<file path="config.mk">
export PLATFORM = sky130hd
export DESIGN_NAME = dbtr_top
export DESIGN_NICKNAME = d
export VERILOG_FILES = /design/src/rtl/dbtr_pkg.sv /design/src/rtl/dbtr_bank.sv /design/src/rtl/dbtr_top.sv
export SDC_FILE = /design/constraint.sdc
export NUM_CORES = 1
export LEC_CHECK = 0
export BUFFER_PORTS_ARGS = -buffer_cell sky130_fd_sc_hd__buf_4
export CAP_MARGIN = 30
export CORE_MARGIN = 3
export CORE_UTILIZATION = 30
export DETAILED_ROUTE_END_ITERATION = 16
export PLACE_DENSITY_LB_ADDON = 0.2
export RECOVER_POWER = 50
export REMOVE_ABC_BUFFERS = 1
export SLEW_MARGIN = 0
export SYNTH_ARGS = -nofsm -noshare
export SYNTH_HDL_FRONTEND = slang
export SYNTH_SLANG_ARGS = --single-unit
</file>
<file path="constraint.sdc">
create_clock -name CORE_CLK -period 6.1 [get_ports CORE_CLK]
set_input_delay 0.915 -clock CORE_CLK [delete_from_list [all_inputs] [get_ports CORE_CLK]]
set_output_delay 0.915 -clock CORE_CLK [all_outputs]
set_load 0.005 [all_outputs]
</file>
<file path="src/rtl/dbtr_pkg.sv">
// How it works
// [RQ1] Reads interrupt reads only on 4-bit boundaries
// [RQ2] Writes interrupt writes only on 4-bit boundaries
// [RQ3] Read to precharge: AL+BL/2+max(tRTP,2)-2
// [RQ4] Precharge after tRAS, activate after tRP
// [RQ5] tRTP starts AL, or AL+2 for BL8
// [RQ6] Write to precharge: WL+BL/2+tWR
// [RQ7] One mask per byte, write only
// [RQ8] Read auto precharge waits tRAS and tRTP
// [RQ9] tRP counts from internal precharge point
// [RQ10] Reactivate after tRP and tRC
// [RQ11] Write auto precharge after burst plus tWR
// [RQ12] Refresh needs all banks idle tRP
// [RQ13] Internal row counter, tRFC before next
// [RQ14] Refresh gap at most nine tREFI
// [RQ15] Self refresh is refresh with CKE low
// [RQ16] Self refresh: DLL off, refresh, tCKE
// [RQ17] Clock may stop during self refresh
// [RQ18] Only NOP or deselect through tXSNR
// [RQ19] Extra refresh before self refresh again
// [RQ20] No power-down during read or write
// [RQ21] Power-down kind decides DLL and buffers
// [RQ22] CKE low tCKE, at most nine tREFI
// [RQ23] RL is AL plus CL, WL is RL-1
// [RQ24] A10 high precharges all four banks
// [RQ25] Times rounded up to cycles per bank
package dbtr_pkg;
	// Link clock period as seen by the device
	localparam int TCK_NS = 800;
	function automatic int ns2ck(input int ns);
		int c;
		c = (ns + TCK_NS - 1) / TCK_NS;
		return (c < 1) ? 1 : c;
	endfunction
	localparam int T_RAS_NS = 45;
	localparam int T_RTP_NS = 8;
	localparam int T_RP_NS = 13;
	localparam int T_WR_NS = 15;
	localparam int T_RFC_NS = 105;
	localparam int T_XSNR_NS = 115;
	localparam int T_REFI_NS = 7800;
	localparam logic [7:0] T_RAS_CK = 8'(ns2ck(T_RAS_NS)); // [RQ25]
	localparam logic [7:0] T_RTP_CK = 8'((ns2ck(T_RTP_NS) > 2) ? ns2ck(T_RTP_NS) : 2);
	localparam logic [7:0] T_RP_CK = 8'(ns2ck(T_RP_NS));
	localparam logic [7:0] T_WR_CK = 8'(ns2ck(T_WR_NS));
	localparam logic [7:0] T_RFC_CK = 8'(ns2ck(T_RFC_NS));
	localparam logic [7:0] T_XSNR_CK = 8'(ns2ck(T_XSNR_NS));
	localparam logic [7:0] T_CKE_CK = 8'h03;
	// Longest time, so rounded down
	localparam logic [15:0] T_REF9_CK = 16'((9 * T_REFI_NS) / TCK_NS);
	localparam int RA_W = 4;
	localparam int DW = 16;
	localparam logic [3:0] REG_CFG = 4'h0;
	localparam logic [3:0] REG_STAT = 4'h4;
	localparam logic [3:0] REG_ERRCLR = 4'h8;
	localparam logic [3:0] REG_ROW = 4'hC;
	localparam int CFG_AL_LSB = 0;
	localparam int CFG_CL_LSB = 3;
	localparam int CFG_BL8_BIT = 7;
	localparam int CFG_FAST_BIT = 8;
	localparam logic [8:0] CFG_RESET = 9'h018;
	localparam logic [3:0] CMD_MRS = 4'h0;
	localparam logic [3:0] CMD_REF = 4'h1;
	localparam logic [3:0] CMD_PRE = 4'h2;
	localparam logic [3:0] CMD_ACT = 4'h3;
	localparam logic [3:0] CMD_WR = 4'h4;
	localparam logic [3:0] CMD_RD = 4'h5;
	localparam logic [3:0] CMD_NOP = 4'h7;
	typedef enum logic [1:0] {
		PW_ACTIVE = 2'h0,
		PW_SREF = 2'h1,
		PW_SRX = 2'h3,
		PW_PDOWN = 2'h2
	} dbtr_pwr_t;
endpackage

</file>
<file path="src/rtl/dbtr_bank.sv">
`timescale 1ns/1ns
`default_nettype none
module dbtr_bank
#(
	parameter int W = 8
)
(
	input wire logic clk,
	input wire logic rst_n,
	input wire logic ce,
	input wire logic en,
	input wire logic act,
	input wire logic rd,
	input wire logic wr,
	input wire logic ap,
	input wire logic pre,
	input wire logic [W-1:0] rd_blk,
	input wire logic [W-1:0] rd_apd,
	input wire logic [W-1:0] wr_blk,
	output logic is_open,
	output logic fire,
	output logic act_ok,
	output logic pre_ok
);
	import dbtr_pkg::*;
	logic open_q, open_d, pend_q, pend_d;
	logic [W-1:0] ras_q, ras_d, rp_q, rp_d, blk_q, blk_d, apc_q, apc_d;
	if (W < 8)
	begin : g_chk
		$error("dbtr_bank: counter width below 8");
	end
	function automatic logic [W-1:0] dec(input logic [W-1:0] v);
		return (v != '0) ? v - W'(1) : v;
	endfunction
	// Auto precharge only when the delay, tRAS and tRTP or tWR are all met
	// A count of one has run out at this tick, so the action may happen now
	assign fire = en && pend_q && apc_q <= W'(1)
		&& ras_q <= W'(1) && blk_q <= W'(1); // [RQ8] [RQ11]
	assign is_open = open_q;
	assign pre_ok = ras_q <= W'(1) && blk_q <= W'(1); // [RQ3] [RQ4] [RQ6]
	// tRC is covered since tRP starts after tRAS, except on an early precharge, which top flags as an error
	assign act_ok = !open_q && !pend_q && rp_q <= W'(1); // [RQ10]
	always_comb
	begin
		open_d = open_q;
		pend_d = pend_q;
		ras_d = ras_q;
		rp_d = rp_q;
		blk_d = blk_q;
		apc_d = apc_q;
		if (en)
		begin
			ras_d = dec(ras_q);
			rp_d = dec(rp_q);
			blk_d = dec(blk_q);
			apc_d = dec(apc_q);
		end
		if (act)
		begin
			open_d = 1'b1;
			ras_d = W'(T_RAS_CK); // [RQ4]
		end
		if (rd)
		begin
			blk_d = rd_blk; // [RQ5]
			if (ap)
			begin
				pend_d = 1'b1;
				apc_d = rd_apd; // [RQ8]
			end
		end
		if (wr)
		begin
			blk_d = wr_blk; // [RQ6]
			if (ap)
			begin
				pend_d = 1'b1;
				apc_d = '0; // [RQ11]
			end
		end
		// Precharge of a closed bank is a no-op and must not restart tRP
		if ((pre && open_q) || fire)
		begin
			open_d = 1'b0;
			pend_d = 1'b0;
			rp_d = W'(T_RP_CK); // [RQ9]
		end
	end
	always_ff @(posedge clk or negedge rst_n)
	begin
		if (!rst_n)
		begin
			open_q <= 1'b0;
			pend_q <= 1'b0;
			ras_q <= '0;
			rp_q <= '0;
			blk_q <= '0;
			apc_q <= '0;
		end
		else if (ce)
		begin
			open_q <= open_d;
			pend_q <= pend_d;
			ras_q <= ras_d;
			rp_q <= rp_d;
			blk_q <= blk_d;
			apc_q <= apc_d;
		end
	end
endmodule
`default_nettype wire

</file>
<file path="src/rtl/dbtr_top.sv">
`timescale 1ns/1ns
`default_nettype none
module dbtr_top
(
	input wire logic CORE_CLK,
	input wire logic RESET_N,
	input wire logic CE,
	input wire logic DRAM_CK,
	input wire logic CKE,
	input wire logic CS_N,
	input wire logic RAS_N,
	input wire logic CAS_N,
	input wire logic WE_N,
	input wire logic [1:0] BA,
	input wire logic A10,
	input wire logic [1:0] DM,
	input wire logic [dbtr_pkg::RA_W-1:0] REG_ADDR,
	input wire logic [dbtr_pkg::DW-1:0] REG_WDATA,
	input wire logic REG_WR,
	input wire logic REG_RD,
	output logic [dbtr_pkg::DW-1:0] REG_RDATA,
	output logic [3:0] BANK_OPEN,
	output logic [3:0] INT_PRECHARGE,
	output logic INT_REFRESH,
	output logic [12:0] REF_ROW,
	output logic RD_DATA_VALID,
	output logic [1:0] WR_BYTE_EN,
	output logic DLL_EN,
	output logic INBUF_EN,
	output logic PROTO_ERR
);
	import dbtr_pkg::*;
	localparam int PW = 11;
	logic [PW-1:0] s1_q, s2_q;
	logic ck_prev_q, tick, cke_s, a10_s;
	logic [3:0] cmd;
	logic [1:0] ba_s, dm_s;
	// Pins pass two flops; the link clock edge is found on the second stage
	always_ff @(posedge CORE_CLK or negedge RESET_N)
	begin
		if (!RESET_N)
		begin
			s1_q <= '0;
			s2_q <= '0;
			ck_prev_q <= 1'b0;
		end
		else if (CE)
		begin
			s1_q <= {DRAM_CK, CKE, CS_N, RAS_N, CAS_N, WE_N, BA, A10, DM};
			s2_q <= s1_q;
			ck_prev_q <= s2_q[10];
		end
	end
	assign tick = CE && s2_q[10] && !ck_prev_q;
	assign cke_s = s2_q[9];
	assign cmd = s2_q[8:5];
	assign ba_s = s2_q[4:3];
	assign a10_s = s2_q[2];
	assign dm_s = s2_q[1:0];

	logic [8:0] cfg_q, cfg_d;
	logic [DW-1:0] rdata_q, rdata_d;
	dbtr_pwr_t pwr_q, pwr_d;
	logic cke_q, cke_d, pdact_q, pdact_d, rdir_q, rdir_d, rdv_q, rdv_d;
	logic ref_q, ref_d, err_q, err_d, owed_q, owed_d;
	logic [1:0] wbe_q, wbe_d;
	logic [7:0] tmr_q, tmr_d, rfc_q, rfc_d, lat_q, lat_d, beats_q, beats_d, since_q, since_d;
	logic [15:0] gap_q, gap_d;
	logic [12:0] row_q, row_d;
	logic [2:0] al;
	logic [3:0] cl;
	logic bl8, fast;
	logic [7:0] rl, wl, bl2, rd_blk, rd_apd, wr_blk;
	logic live, nop, go_act, go_rd, go_wr, go_pre, go_ref, sr_in, pd_in, viol;
	logic [3:0] sel, act_v, rd_v, wr_v, pre_v, b_open, b_fire, b_act_ok, b_pre_ok;

	assign al = cfg_q[CFG_AL_LSB +: 3];
	assign cl = cfg_q[CFG_CL_LSB +: 4];
	assign bl8 = cfg_q[CFG_BL8_BIT];
	assign fast = cfg_q[CFG_FAST_BIT];
	assign rl = 8'(al) + 8'(cl); // [RQ23]
	assign wl = rl - 8'h01; // [RQ23]
	assign bl2 = bl8 ? 8'h04 : 8'h02;
	assign rd_blk = 8'(al) + (bl8 ? 8'h02 : 8'h00) + T_RTP_CK; // [RQ3] [RQ5]
	assign rd_apd = 8'(al) + bl2; // [RQ8]
	assign wr_blk = wl + bl2 + T_WR_CK; // [RQ6]

	always_comb
	begin
		nop = cmd[3] || cmd == CMD_NOP;
		live = tick && cke_q && cke_s && pwr_q == PW_ACTIVE;
		go_act = live && cmd == CMD_ACT;
		go_rd = live && cmd == CMD_RD;
		go_wr = live && cmd == CMD_WR;
		go_pre = live && cmd == CMD_PRE;
		go_ref = live && cmd == CMD_REF;
		sr_in = tick && cke_q && !cke_s && pwr_q == PW_ACTIVE && cmd == CMD_REF; // [RQ15]
		pd_in = tick && cke_q && !cke_s && pwr_q == PW_ACTIVE && cmd != CMD_REF;
		sel = 4'h1 << ba_s;
		act_v = go_act ? sel : 4'h0;
		rd_v = go_rd ? sel : 4'h0;
		wr_v = go_wr ? sel : 4'h0;
		pre_v = go_pre ? (a10_s ? 4'hF : sel) : 4'h0; // [RQ24]
		viol = (go_act && ((b_act_ok & sel) == 4'h0 || rfc_q > 8'h01)) // [RQ4] [RQ10] [RQ13]
			|| (go_pre && (pre_v & b_open & ~b_pre_ok) != 4'h0) // [RQ3] [RQ6]
			|| ((go_ref || sr_in) && (b_act_ok != 4'hF || rfc_q > 8'h01)) // [RQ12] [RQ13]
			|| ((go_rd || go_wr) && (b_open & sel) == 4'h0)
			|| ((go_rd || go_wr) && (go_rd != rdir_q || since_q[0]) && since_q < bl2) // [RQ1] [RQ2]
			|| (pd_in && (lat_q != 8'h00 || beats_q != 8'h00)) // [RQ20]
			|| (sr_in && owed_q) // [RQ19]
			|| (tick && pwr_q == PW_SRX && !nop) // [RQ18]
			|| (tick && cke_s && tmr_q > 8'h01 && (pwr_q == PW_SREF || pwr_q == PW_PDOWN))
			|| (gap_q > T_REF9_CK); // [RQ14] [RQ22]
		cke_d = tick ? cke_s : cke_q;
		pwr_d = pwr_q;
		pdact_d = pdact_q;
		tmr_d = (tick && tmr_q != 8'h00) ? tmr_q - 8'h01 : tmr_q;
		rfc_d = (tick && rfc_q != 8'h00) ? rfc_q - 8'h01 : rfc_q;
		since_d = (tick && since_q != 8'hFF) ? since_q + 8'h01 : since_q;
		gap_d = (tick && gap_q != 16'hFFFF && pwr_q != PW_SREF) ? gap_q + 16'h0001 : gap_q;
		owed_d = owed_q;
		ref_d = 1'b0;
		row_d = row_q;
		rdv_d = rdv_q;
		wbe_d = wbe_q;
		lat_d = lat_q;
		beats_d = beats_q;
		rdir_d = rdir_q;
		unique case (pwr_q)
			PW_ACTIVE:
			begin
				if (sr_in)
				begin
					pwr_d = PW_SREF; // [RQ15]
					tmr_d = T_CKE_CK; // [RQ16]
				end
				else if (pd_in)
				begin
					pwr_d = PW_PDOWN;
					pdact_d = b_open != 4'h0; // [RQ21]
					tmr_d = T_CKE_CK; // [RQ22]
				end
			end
			PW_SREF:
			begin
				// Clock may stand still here, so only a tick with CKE high leaves
				if (tick && cke_s)
				begin
					pwr_d = PW_SRX; // [RQ17]
					tmr_d = T_XSNR_CK; // [RQ18]
					owed_d = 1'b1; // [RQ19]
				end
			end
			PW_SRX:
			begin
				if (tick && tmr_q == 8'h01)
				begin
					pwr_d = PW_ACTIVE;
				end
			end
			PW_PDOWN:
			begin
				if (tick && cke_s)
				begin
					pwr_d = PW_ACTIVE; // [RQ22]
				end
			end
		endcase
		if (go_ref || sr_in)
		begin
			ref_d = 1'b1; // [RQ13] [RQ16]
			row_d = row_q + 13'h0001;
			rfc_d = T_RFC_CK;
			gap_d = 16'h0001;
			owed_d = 1'b0;
		end
		if (tick)
		begin
			rdv_d = 1'b0;
			wbe_d = 2'h0;
			if (lat_q != 8'h00)
			begin
				lat_d = lat_q - 8'h01;
			end
			else if (beats_q != 8'h00)
			begin
				beats_d = beats_q - 8'h01;
				rdv_d = rdir_q;
				// Mask is sampled like data and has no meaning on reads
				wbe_d = rdir_q ? 2'h0 : ~dm_s; // [RQ7]
			end
			if (go_rd || go_wr)
			begin
				// Counter empties one tick before the first beat
				lat_d = go_rd ? rl - 8'h01 : wl - 8'h01; // [RQ23]
				beats_d = bl2;
				rdir_d = go_rd;
				since_d = 8'h01;
			end
		end
	end

	for (genvar i = 0; i < 4; i++)
	begin : g_bank
		dbtr_bank #(.W(8)) u_bank (
			.clk(CORE_CLK),
			.rst_n(RESET_N),
			.ce(CE),
			.en(tick),
			.act(act_v[i]),
			.rd(rd_v[i]),
			.wr(wr_v[i]),
			.ap(a10_s),
			.pre(pre_v[i]),
			.rd_blk(rd_blk),
			.rd_apd(rd_apd),
			.wr_blk(wr_blk),
			.is_open(b_open[i]),
			.fire(b_fire[i]),
			.act_ok(b_act_ok[i]),
			.pre_ok(b_pre_ok[i])
		);
	end

	always_comb
	begin
		cfg_d = (REG_WR && REG_ADDR == REG_CFG) ? REG_WDATA[8:0] : cfg_q;
		// A new violation wins over a clear in the same cycle
		err_d = viol || (err_q && !(REG_WR && REG_ADDR == REG_ERRCLR && REG_WDATA[0]));
		rdata_d = '0;
		if (REG_RD)
		begin
			unique case (REG_ADDR)
				REG_CFG: rdata_d = DW'(cfg_q);
				REG_STAT: rdata_d = DW'({err_q, DLL_EN, pwr_q, b_open});
				REG_ROW: rdata_d = DW'(row_q);
				default: rdata_d = '0;
			endcase
		end
	end

	always_ff @(posedge CORE_CLK or negedge RESET_N)
	begin
		if (!RESET_N)
		begin
			cfg_q <= CFG_RESET;
			rdata_q <= '0;
			err_q <= 1'b0;
			pwr_q <= PW_ACTIVE;
			cke_q <= 1'b0;
			pdact_q <= 1'b0;
			tmr_q <= 8'h00;
			rfc_q <= 8'h00;
			since_q <= 8'hFF;
			gap_q <= 16'h0000;
			owed_q <= 1'b0;
			ref_q <= 1'b0;
			row_q <= 13'h0000;
			rdv_q <= 1'b0;
			wbe_q <= 2'h0;
			lat_q <= 8'h00;
			beats_q <= 8'h00;
			rdir_q <= 1'b0;
		end
		else if (CE)
		begin
			cfg_q <= cfg_d;
			rdata_q <= rdata_d;
			err_q <= err_d;
			pwr_q <= pwr_d;
			cke_q <= cke_d;
			pdact_q <= pdact_d;
			tmr_q <= tmr_d;
			rfc_q <= rfc_d;
			since_q <= since_d;
			gap_q <= gap_d;
			owed_q <= owed_d;
			ref_q <= ref_d;
			row_q <= row_d;
			rdv_q <= rdv_d;
			wbe_q <= wbe_d;
			lat_q <= lat_d;
			beats_q <= beats_d;
			rdir_q <= rdir_d;
		end
	end

	assign REG_RDATA = rdata_q;
	assign BANK_OPEN = b_open;
	assign INT_PRECHARGE = b_fire;
	assign INT_REFRESH = ref_q;
	assign REF_ROW = row_q;
	assign RD_DATA_VALID = rdv_q;
	assign WR_BYTE_EN = wbe_q;
	assign PROTO_ERR = err_q;
	// Fast-exit active power-down keeps the DLL locked, trading power for exit time
	assign DLL_EN = pwr_q == PW_ACTIVE || pwr_q == PW_SRX || (pwr_q == PW_PDOWN && pdact_q && fast); // [RQ16] [RQ21]
	assign INBUF_EN = pwr_q != PW_PDOWN && pwr_q != PW_SREF; // [RQ21]
endmodule
`default_nettype wire
</file>
Word-level counts from Yosys, hierarchy flattened
Index checks and enable logic that the tools add are counted.

storage, ports and cells
  bits in registers = 264
  output and inout port bits = 44
  word-level logic and storage cells = 458

operators by class
  add/sub/neg operators = 31
  order comparisons = 20
  equality and inequality tests = 25
  shift-type cells = 1
  mux-type cells = 134
  bitwise gates (word level) = 7
  reduce and logical (&&, ||, !) cells = 195

operator list
  kind                     number
  $mux W8                  79
  $reduce_bool A8 Y1       20
  $sub A8 B1 Y8 const B    20
  $le A8 B1 Y1 const B     16
  $logic_and A1 B1 Y1      72
  $reduce_bool A2 Y1       26
  $reduce_and A3 Y1        15
  $pmux W13 S3             1
  $mux W1                  34
  $mux W16                 2
  $logic_or A1 B1 Y1       24
  $reduce_bool A3 Y1       8
  $mux W4                  5
  $mux W2                  9
  $reduce_and A2 Y1        9
  $add A16 B1 Y16 const B  1
  $add A8 B1 Y8 const B    2
  $and A4 B4 Y4            4
  $eq A4 B3 Y1 const B     4
  $gt A16 B7 Y1 const B    1
  $gt A8 B1 Y1 const B     2
  $ne A16 B16 Y1 const B   1
  $pmux W8 S2              1
  $add A13 B1 Y13 const B  1
  other kinds (34)         56

Longest topological paths before layout
Gate-level depths: netlist (run 1).

  depth in word-level cells = 21
  gate-level depth with buffers = 11

Cells and area by module
A second synthesis (run 1) with hierarchy kept.

second synthesis, totals
  cells, all modules = 1770
  area, all modules = 16174.3 µm²

by module, submodules not included
  module                             times used  cells each  area an instance (µm²)  sequential area each (µm²)
  dbtr_top                           1           726         7069.3                  3140.5
  dbtr_bank at g_bank[0].u_bank ...  3           263         2285.9                  850.8
  dbtr_bank at g_bank[1].u_bank      1           255         2247.2                  850.8

Worst setup path after synthesis (run 1)
No wires, ideal clock.

  path kind = in2out
  start = input port CE
  end = output port INT_PRECHARGE[3]
  arrival = 1.962 ns
  data required time = 5.185 ns
  slack = 3.223 ns
  cell stages on the path = 7
  path through = buf_2 and3b_1 buf_2 clkbuf_8 o2111ai_1 nor4_4 buf_4

on the way
  longest elaborated chain between the ends = 6

RTL lines
  item                               RTL line         text
  start, declared                    dbtr_top.sv:7    input wire logic CE,
  $logic_and A1 B1 Y1 (2 in series)  dbtr_top.sv:54   assign tick = CE && s2_q[10] && !ck_prev_q;
  $logic_and A1 B1 Y1 (2 in series)  dbtr_bank.sv:37  assign fire = en && pend_q && apc_q <= W'(1)
  $logic_and A1 B1 Y1 (2 in series)  dbtr_bank.sv:38  && ras_q <= W'(1) && blk_q <= W'(1);
  end, declared                      dbtr_top.sv:23   output logic [3:0] INT_PRECHARGE,

Every way passes these cells.

Worst setup path after layout (run 1)
  start = input port CE
  end = output port INT_PRECHARGE[0]

Same word-level chain as after synthesis.

==> results.md, run 1 <==
* Worst slew pin tran at 3.553 ns
* Die H at 228.0 um
* DR vias at 11040
* Buf/Inv on CP at 3
* Combinational power share at 33.1%
* Fin nets at 1692
* Die width at 228.0 um
* Hold EP: WR_BYTE_EN[1]$_DFFE_PN0P_
* Clk network pwr share at 26.3%
* Initial Util at 30.65%
* Root Buffer: clkbuf_16
* Seq pwr share at 40.6%
* # hold bufs at CTS at 0
* Fin crit share at 61.87%
* DRC errors left at 0
* Pwr/cell area at 413.6 nW/um^2
* Worst IR Drop VDD at 0.2068 mV
* Net Sw Frac at 36.90%
* Area of the die at slightly above 50000 um^2
* Setup crit end kind: output pin
* Min cycle time layout at 3.774 ns
* Overall power at roughly 7000 uW
* CP Data Arrival Time at roughly 2.9 ns
* Reg2Reg Depth at 8
* Drt pass-1 iters at 5
* Largest net degree at the start of global routing at 147
* Final Skew at 0.02702 ns
* Initial antenna violation count at 1
* Max_slew headroom at -136.8%
* Post-synthesis sequential area ratio at 44.25%
* First-pass GRT wire length at ~62 mm
* Final hold slack at 0.4577 ns
* Crit-path max cell delay at approximately 0.56 ns
* Total Neg Setup Slack at 0 ns
* Total gr overflow at 0
* PnR worst setup slack at roughly 2.3 ns
* Critical Path RT at 5.18 ns
* F_max at roughly 260 MHz
* Crit path kind: input pin to output pin
* Crit Reg-Reg Startpoint: pwr_q[0]$_DFFE_PN0P_
* P_leak at 0.007472 uW
* Vias per cell at 4.878
* Area grow syn2layout at 14.57%
* Cell Area, Synth at about 15000 um^2
* Worst path slowest cell: buf_4
* DR WL/cell at between 15 and 20 um
* Failing checks: capacitance limit, slew limit
* Psw at 2585 uW
* Min-Delay Path Class: flop to flop
* N_diodes at 0
* Reg clk slew, reported paths at 0.05 ns
* Routability congestion estimate at 0.8095
* Synthesized area per cell at between 9 and 10 um^2
* CTS tree: yes
* Gate Count Post-Synth at 1518
* Max Buffers Root-to-Sink at 3
* PortBufs at 69
* Fraction of layout cells with a size suffix above 1 at 12.63%
* Total track usage at between 10% and 20%
* Max Cap Viol at 1
* HP Start: s2_q[1]$_DFFE_PN0P_
* P_int at roughly 4400 uW
* Vias in the first global route at 11220
* Crit-path most repeated cell: buf_4
* Setup crit start kind: input pin
* Synth unique cells at 90
* Critical path depth at 6
* Ys async rst share at 100.0%
* CP Max Fanout at 52
* Fill count at ~5000
* Run status: complete, but fails checks
* Post-DP HPWL at approximately 27 mm
* Flop2flop setup slack at 2.44 ns
* Fin. Hold Viols at 0
* Core Footprint at 48250 um^2
* Reg2reg end: g_bank[3].u_bank.apc_q[1]$_DFFE_PN0P_
* Setup Fix Bufs, Post-CTS at 0
* Final count of pins violating max slew at 63
* Yosys warnings at 0
* Hold path depth at 1
* Setup-failing EPs final at 0
* Detail Route Antenna Nets at 0
* Rows at 80
* Clk_lat worst skew at ~0.6 ns
* CP Cell Sequence: clkbuf_4 -> buf_4 -> nand3b_2 -> nor4_1 -> o2111a_1 -> buf_4
* Post-synth EDFFs at 0
* Htree depth at 1
* Number of I/O pins at 80
* Dpl ws at approximately 2.3 ns
* Clock sink count at 261
* Prevailing post-synth register cell: dfrtp_1
* Crit-path leading delay family: simple AND/OR/NAND/NOR gates
* Starting DRC count in detailed routing at 675
* Cts repair resizes at 0
* Fin cells at 2263
* Num CTS Buffers at 31
* Drt total wl at about 38 mm
* RSZ-0062 raised after global routing: no
* #FFs+latches synth at roughly 260
* Placed insts at 2205
[placed cells by master (no fill, tap or decap), types with 8 or more instances in the layout]
cell | netlist | routed
xnor2_1 | 84 | 84
mux2_2 | 38 | 38
nand4_1 | 21 | 21
a21oi_1 | 49 | 49
mux2i_1 | 20 | 20
nand3_1 | 28 | 28
nor2b_1 | 12 | 12
dfstp_2 | 10 | 10
o22ai_1 | 9 | 9
o21ai_0 | 69 | 69
clkbuf_16 | 0 | 31
ha_1 | 71 | 71
nand2b_1 | 17 | 17
clkbuf_1 | 19 | 17
o2bb2ai_1 | 14 | 14
buf_4 | 15 | 76
nand2_1 | 134 | 134
or4_1 | 12 | 12
inv_1 | 81 | 81
o2111ai_1 | 8 | 8
a211oi_1 | 16 | 16
dfrtp_1 | 251 | 251
nor2_1 | 203 | 203
or3_1 | 18 | 18
and3_1 | 19 | 19
nor3_1 | 42 | 42
o41a_1 | 9 | 9
nor4_1 | 17 | 17
xor2_1 | 75 | 75
[worst reg2reg max path, delay by kind of cell, from the launching register on]
family	cells	cell delay, ns
buffers and inverters	1	0.13
adder cells (fa/ha/maj)	1	0.30
flip-flops	1	0.43
AO/OA/AOI/OAI	2	0.27
AND/OR/NAND/NOR	4	2.41
[routing by layer]
layer	global-route usage [%]	wire length [um]
met1	20.06	18030
met2	22.63	16700
met3	3.568	2165
met4	3.907	1037
met5	0	13
[registers in the layout, indices dropped and copies added (netlist names), 8 cells and up]
register	cells
s1_q	11
g_bank.u_bank.ras_q	32
tmr_q	8
rfc_q	8
REF_ROW	13
lat_q	8
gap_q	16
cfg_q	9
s2_q	11
since_q	8
beats_q	8
REG_RDATA	13
g_bank.u_bank.apc_q	32
g_bank.u_bank.rp_q	32
g_bank.u_bank.blk_q	32
[layout make-up]
class	count	area (um^2)	share of cell area, %
Timing Repair Buffer	80	606.8	3.582
Tap cell	656	820.8	4.845
Clock inverter	4	73.82	0.4357
Multi-Input combinational cell	1127	7660	45.21
Sequential cell	261	6544	38.63
Inverter	81	304.0	1.795
Clock buffer	54	932.1	5.502
[per-stage QoR]
stage	cell area [um^2]	utilization, %
final	16940	35.11
after global routing	16940	35.11
after global placement	15930	33.03
after CTS	16950	35.14
after detailed placement	15950	33.05
after floorplan	14510	-
[worst max-delay path by stage]
stage	from	endpoint	slack, ns
CTS	CE	INT_PRECHARGE[0]	2.27
finish	CE	INT_PRECHARGE[0]	2.33
detailed placement	CE	INT_PRECHARGE[0]	2.29
global route	RESET_N	g_bank[1].u_bank.ras_q[2]$_DFFE_PN0P_	1.51
global placement	CE	gap_q[7]$_DFFE_PN0P_	2.11
floorplan	CE	g_bank[3].u_bank.apc_q[1]$_DFFE_PN0P_	2.76
[synthesized netlist by cell type (8+ instances only)]
cell type	count	share of area (%)
dfrtp_1	251	42
nor2_1	203	5.2
nand2_1	134	3.4
xnor2_1	84	5.0
inv_1	81	2.1
xor2_1	75	4.4
ha_1	71	6.0
o21ai_0	69	2.3
a21oi_1	49	1.7
nor3_1	42	1.4
mux2_2	38	2.9
nand3_1	28	0.95
nand4_1	21	0.89
mux2i_1	20	1.4
and3_1	19	0.80
clkbuf_1	19	0.48
or3_1	18	0.76
nand2b_1	17	0.72
nor4_1	17	0.72
a211oi_1	16	0.81
buf_4	15	0.76
o2bb2ai_1	14	0.83
nor2b_1	12	0.51
or4_1	12	0.61
dfstp_2	10	1.8
o22ai_1	9	0.38
o41a_1	9	0.69
o2111ai_1	8	0.47
[kinds of logic (layout without fill, tap and decap cells)]
logic type / count (synthesis) / count (layout) / synth area share, %
compound gates: 258 / 258 / 11.97
xor+xnor: 159 / 159 / 9.418
fa+ha+maj: 74 / 74 / 6.414
buf+inv: 132 / 219 / 4.002
flops: 261 / 261 / 44.25
mux: 59 / 59 / 4.417
other cells: 1 / 3 / 0.02536
simple gates: 574 / 574 / 19.50
[power by group through the flow]
stage / combinational, uW / sequential, uW / clock, uW
after global routing: 2680 / 2940 / 1970
after CTS: 2360 / 2850 / 1910
after global placement: 2300 / 2860 / 0
after detailed placement: 2340 / 2860 / 0
final: 2320 / 2850 / 1840
after floorplan: 1780 / 2730 / 0
Power figures use the tool's default switching activity.
==> inputs of run 2 (changes only) <==
==> constraint.sdc (replaced) <==
create_clock -name CORE_CLK -period 3.1 [get_ports CORE_CLK]
set_input_delay 0.465 -clock CORE_CLK [delete_from_list [all_inputs] [get_ports CORE_CLK]]
set_output_delay 0.465 -clock CORE_CLK [all_outputs]
set_load 0.005 [all_outputs]
==> run 2 against run 1 <==
Net effect: global-route usage grew 0.25 points; critical path type is now flop to output pin; total power grew 100%; register-to-register slack lost 2.3 ns; sequential power grew 96%; routed wire length grew 2.4%; first-iteration DRC count shrank 4.1%; count of clock-buffer cells in the layout shrank 17; core utilization grew 0.89 points; final area grew 2.5%; sequential share of layout area shrank 0.95 points; the flow still finishes with violations (capacitance limit, slew limit); flip-flop and latch count is the same; critical endpoint is now INT_PRECHARGE[2]; critical path depth shrank 1.
==> results.md, run 2 (synthesis gave the netlist of run 1 again) <==
* Critical Path RT at ~2.6 ns
* Worst IR Drop VDD at between 0.4 and 0.5 mV
* Detail Route Antenna Nets at 0
* Crit Reg-Reg Startpoint: cfg_q[4]$_DFFE_PN1P_
* Max_slew headroom at -2.337%
* PnR worst setup slack at 0.09368 ns
* Drt total wl at 38.85 mm
* Final core utilization at 36.00%
* Worst Setup SP: g_bank[2].u_bank.blk_q[2]$_DFFE_PN0P_
* Drt pass-1 iters at 4
* F_max at 332.6 MHz
* Most frequent cells in the layout: dfrtp_1, nor2_1, nand2_1
* PortBufs at 69
* Reg clk slew, reported paths at 0.06 ns
* Total gr overflow at 0
* Num CTS Buffers at 31
* Clk_lat worst skew at 0.58 ns
* Htree depth at 1
* Failing checks: capacitance limit, slew limit
* Most common cell after layout, fill and taps aside: dfrtp_1
* Fin nets at 1727
* Vias per cell at 4.878
* Crit path kind: flop to output pin
* CP Data Arrival Time at between 2 and 3 ns
* P_leak at 0.007715 uW
* Dpl ws at 0.2081 ns
* Setup crit start kind: flop
* Setup-failing EPs final at 0
* Pwr/cell area at 825.7 nW/um^2
* RSZ-0062 raised after global routing: no
* Fin. Hold Viols at 0
* Root Buffer: clkbuf_16
* Max Buffers Root-to-Sink at 3
* First-pass GRT wire length at 62.53 mm
* CP Max Fanout at 5
* Overall power at 14340 uW
* Number of I/O pins at 80
* Vias in the first global route at 11160
* Die width at 228.0 um
* Starting DRC count in detailed routing at 647
* Clock sink count at 261
* Fin crit share at a little over nine tenths
* CTS tree: yes
* Die H at 228.0 um
* Post-DP HPWL at approximately 28 mm
* Total Neg Setup Slack at 0 ns
* Worst slew pin tran at 1.535 ns
* Initial antenna violation count at 1
* Rows at 80
* Routability congestion estimate at 0.8560
* Fraction of layout cells with a size suffix above 1 at 15.65%
* Setup crit end kind: output pin
* Initial Util at a little under a third
* HP Start: REG_WDATA[8]
* Area of the die at 51990 um^2
* Final count of pins violating max slew at 55
* Run status: complete, but fails checks
* Total track usage at roughly 15%
* DR WL/cell at about 17 um
* DR vias at approximately 11000
* Final Skew at 0.02305 ns
* Min-Delay Path Class: input pin to flop
* Core Footprint at slightly below 50000 um^2
* Min cycle time layout at 3.006 ns
* Max Cap Viol at 1
* Largest net degree at the start of global routing at 71
* Area grow syn2layout at 17.47%
* DRC errors left at 0
## run 2: changes by cell type in the layout (fill, tap and decap cells not counted), moves of 3 or more
cell | before | now
buf_4 | 76 | 106
clkbuf_1 | 17 | 3
clkinv_2 | 1 | 8
bufinv_16 | 2 | 7
clkbuf_2 | 0 | 4
clkinvlp_4 | 0 | 4
clkbuf_8 | 7 | 4
## run 2: through the flow
stage	instances	area (um^2)	hold slack [ns]
after floorplan	1469	14510	0.1694
after global placement	2237	16200	0.4443
after detailed placement	2238	16210	0.4413
after CTS	2298	17370	0.07856
after global routing	2298	17360	0.09144
final	2300	17370	0.1104
## run 2: area by class of cell
cell class / instances / area, um^2
Fill cell: 4962 / 30880
Tap cell: 656 / 820.8
Inverter: 81 / 304.0
Antenna cell: 2 / 5.005
Clock inverter: 21 / 297.8
Timing Repair Buffer: 115 / 880.8
Clock buffer: 37 / 838.3
Sequential cell: 261 / 6544
Multi-Input combinational cell: 1127 / 7679
## run 2: worst paths after layout
path | to | slack, ns | cells past startpoint
max in group asynchronous | g_bank[1].u_bank.ras_q[4]$_DFFE_PN0P_ | 0.55 | 3
hold reg to reg | WR_BYTE_EN[0]$_DFFE_PN0P_ | 0.46 | 1
setup reg to reg | g_bank[0].u_bank.blk_q[5]$_DFFE_PN0P_ | 0.18 | 11
min in group asynchronous | g_bank[3].u_bank.blk_q[0]$_DFFE_PN0P_ | 0.82 | 2
hold / removal | cfg_q[8]$_DFFE_PN0P_ | 0.11 | 2
setup / recovery | INT_PRECHARGE[2] | 0.09 | 5
## run 2: worst max-delay path: stages, from the launching register on
cell	delay [ns]
dfrtp_1	0.43
or4_4	0.58
nor3_1	0.17
and4b_2	0.33
and4_2	0.33
buf_4	0.14
## run 2: report_power, final
part           switching (uW)  leakage (uW)  internal, uW
registers                1080       0.00329          4500
logic                    2610       0.00387          2120
clock network            1530      0.000553          2510
total                    5210       0.00772          9130
## run 2: repair_timing
item,in CTS,in global routing
endpoints found under the hold margin,46,0
buffers inserted,1,0
resized for setup,0,6
hold buffers,1,0
endpoints found under the setup margin,1,6
gates cloned,0,0
pin swaps,1,0
## run 2: per-layer routing
metal | part of all wire, % | up-vias | global-route usage [%]
met5 | 0 | - | 0
met4 | 2.1 | 0 | 3.275
met3 | 5.0 | 53 | 2.957
met2 | 45 | 208 | 23.42
met1 | 48 | 5461 | 20.78
li1 | - | 5498 | -
==> inputs of run 3 (changes only) <==
--- a/config.mk
+++ b/config.mk
@@ -16,4 +16,5 @@
 export SLEW_MARGIN = 0
 export SYNTH_ARGS = -nofsm -noshare
 export SYNTH_HDL_FRONTEND = slang
+export SYNTH_HIERARCHICAL = 1
 export SYNTH_SLANG_ARGS = --single-unit
==> run 3 against run 2 <==
Net effect: the flow still finishes with violations (capacitance limit, slew limit); core utilization up 0.053 points; global-route usage up 1.6 points; largest cell class unchanged; non-clock buffer count up 33.
==> results.md, run 3 <==
* Root Buffer: clkbuf_16
* Post-synthesis sequential area ratio at slightly above 40%
* Top cells by area, synth: dfrtp_1, ha_1, nor2_1
* Run status: complete, but fails checks
* Dpl cell area at about 18000 um^2
* First-pass GRT wire length at 75.17 mm
* Clock sink count at 261
* Share of the synthesized area in the top cell type at 38.83%
* Drt total wl at about 47 mm
* Setup crit start kind: flop
* Max_slew headroom at -52.05%
* N_diodes at 0
* Failing checks: capacitance limit, slew limit
* DRC errors left at 0
* Fraction of layout cells with a size suffix above 1 at 15.98%
* Drt pass-1 iters at 5
* Largest net degree at the start of global routing at 82
* Die H at 238.2 um
* Psw at 5749 uW
* Synth unique cells at 92
* P_int at 8909 uW
* Setup crit end kind: flop
* Clk network pwr share at 23.7%
* F_max at ~340 MHz
* Starting DRC count in detailed routing at a little over 1000
* Seq pwr share at 39.6%
* Htree depth at 1
* Post-synth EDFFs at 0
* DR WL/cell at approximately 18 um
* Top cells by count, synth: dfrtp_1, nor2_1, nand2_1
* Pwr/cell area at about 770 nW/um^2
* Max Buffers Root-to-Sink at 3
* Gate Count Post-Synth at 1770
* Final count of pins violating max slew at 70
* Initial antenna violation count at 0
* Reg clk slew, reported paths at roughly 0.06 ns
* P_leak at 0.008149 uW
* Vias per cell at 5.286
* Detail Route Antenna Nets at 0
* PortBufs at 69
* Initial Util at a little under a third
* Final Skew at 0.01151 ns
* #FFs+latches synth at roughly 260
* Yosys warnings at 6
* Area of the die at 56740 um^2
* Cell Area, Synth at 16170 um^2
* Crit path kind: flop to flop
* Total gr overflow at 0
* Fin. Hold Viols at 0
* Final core utilization at a little over a third
* Num CTS Buffers at 31
* Synthesized area per cell at approximately 9 um^2
* Routability congestion estimate at approximately 0.83
* Leading area contributor after synthesis: dfrtp_1
* CP Data Arrival Time at 3.38 ns
* Number of I/O pins at 80
* Critical Path RT at 3.55 ns
* Fin nets at 2021
* Max Cap Viol at 1
* DR vias at approximately 14000
* Most frequent cells in the layout: dfrtp_1, nor2_1, nand2_1
* Count leader, synth: dfrtp_1
* RSZ-0062 raised after global routing: no
* Clk_lat worst skew at 0.57 ns
* Vias in the first global route at between 10000 and 15000
* Core Footprint at 52970 um^2
* Post-DP HPWL at 33.08 mm
* Prevailing post-synth register cell: dfrtp_1
* CTS tree: yes
* Fill count at between 5000 and 6000
* Rows at between 80 and 90
* Net Sw Frac at 39.22%
* Worst IR Drop VDD at 0.4331 mV
* Worst slew pin tran at 2.281 ns
* Total track usage at 16.31%
* CP Max Fanout at 7
* Die width at 238.2 um
* Fin area at 19100 um^2
* Area grow syn2layout at 18.08%
* Most common cell after layout, fill and taps aside: dfrtp_1
* Fin crit share at between 90% and 100%
* Min-Delay Path Class: input pin to flop
* Combinational power share at a little under two fifths
* Min cycle time layout at 2.938 ns
* Total Neg Setup Slack at 0 ns
* Setup-failing EPs final at 0
* Ys async rst share at 100.0%
## run 3: path summary, 6_finish.rpt
check	slack, ns	cells after the start	endpoint	from
max in group asynchronous	0.54	3	since_q[3]$_DFFE_PN1P_	RESET_N
setup / recovery	0.16	10	g_bank[1].u_bank/apc_q[2]$_DFFE_PN0P_	pwr_q[0]$_DFFE_PN0P_
setup reg to reg	0.16	10	g_bank[1].u_bank/apc_q[2]$_DFFE_PN0P_	pwr_q[0]$_DFFE_PN0P_
min in group asynchronous	1.08	2	g_bank[0].u_bank/apc_q[5]$_DFFE_PN0P_	RESET_N
hold reg to reg	0.46	1	WR_BYTE_EN[0]$_DFFE_PN0P_	s2_q[0]$_DFFE_PN0P_
hold / removal	0.13	2	s1_q[7]$_DFFE_PN0P_	RAS_N
## run 3: repair_timing
action	4_1_cts	5_1_grt
setup endpoints to repair	2	34
gates resized for setup	2	24
hold buffers	1	0
cloned	0	3
hold endpoints to repair	67	0
setup buffers	0	7
## run 3: power groups by stage
stage	clock (uW)	sequential, uW	combinational, uW
2_1_floorplan	0	5460	3770
3_3_place_gp	0	5760	5200
3_5_place_dp	0	5790	5310
4_1_cts	3630	5770	5340
5_1_grt	3770	6000	6080
6_report	3480	5800	5380
## run 3: logic make-up (layout without fill, tap and decap cells)
| logic type | Yosys count | after routing | synth area share, % |
|---|---|---|---|
| DFF | 261 | 261 | 40.46 |
| AOI/OAI and AO/OA | 456 | 456 | 18.95 |
| and+or+nand+nor | 651 | 651 | 21.71 |
| muxes | 59 | 59 | 4.038 |
| adders and majority gates | 67 | 67 | 5.322 |
| buffers and inverters | 182 | 312 | 4.471 |
| xor gates and xnor gates | 93 | 93 | 5.036 |
| other | 1 | 35 | 0.02318 |
## run 3: through the flow
step	setup slack (ns)	total power, uW	cells	hold WS [ns]
finish	0.1625	14660	2622	0.1336
CTS	0.06180	14730	2612	0.09877
detailed placement	0.07472	11100	2562	0.4527
floorplan	-1.983	9231	1737	0.1694
global route	0.006713	15850	2622	0.1105
global placement	0.07460	10960	2562	0.4440
## run 3: cell type report
class,instances,area [um^2],share of cell area (%)
clock inverter,4,47.55,0.2490
multi-input combinational,1361,9153,47.92
tap,688,860.8,4.507
inverter,115,437.9,2.293
timing repair buffer,148,1167,6.112
sequential,261,6544,34.26
clock buffer,45,888.4,4.651
## run 3: critical path, cell delays in order (launching register included)
cell and delay, ns:
dfrtp_1 0.43, inv_1 0.11, ha_1 0.17, nand2_1 0.14, or4_4 0.57, nor3_1 0.33
buf_4 0.21, inv_2 0.09, and4_1 0.27, a22oi_1 0.15, or3b_1 0.35
## run 3: per-layer routing
layer | share of wire [%] | track usage (%) | wire (um)
met5 | 0 | 0 | 0
met4 | 2.6 | 4.306 | 1207
met3 | 4.8 | 2.913 | 2241
met2 | 45 | 25.67 | 20910
met1 | 48 | 23.15 | 22580
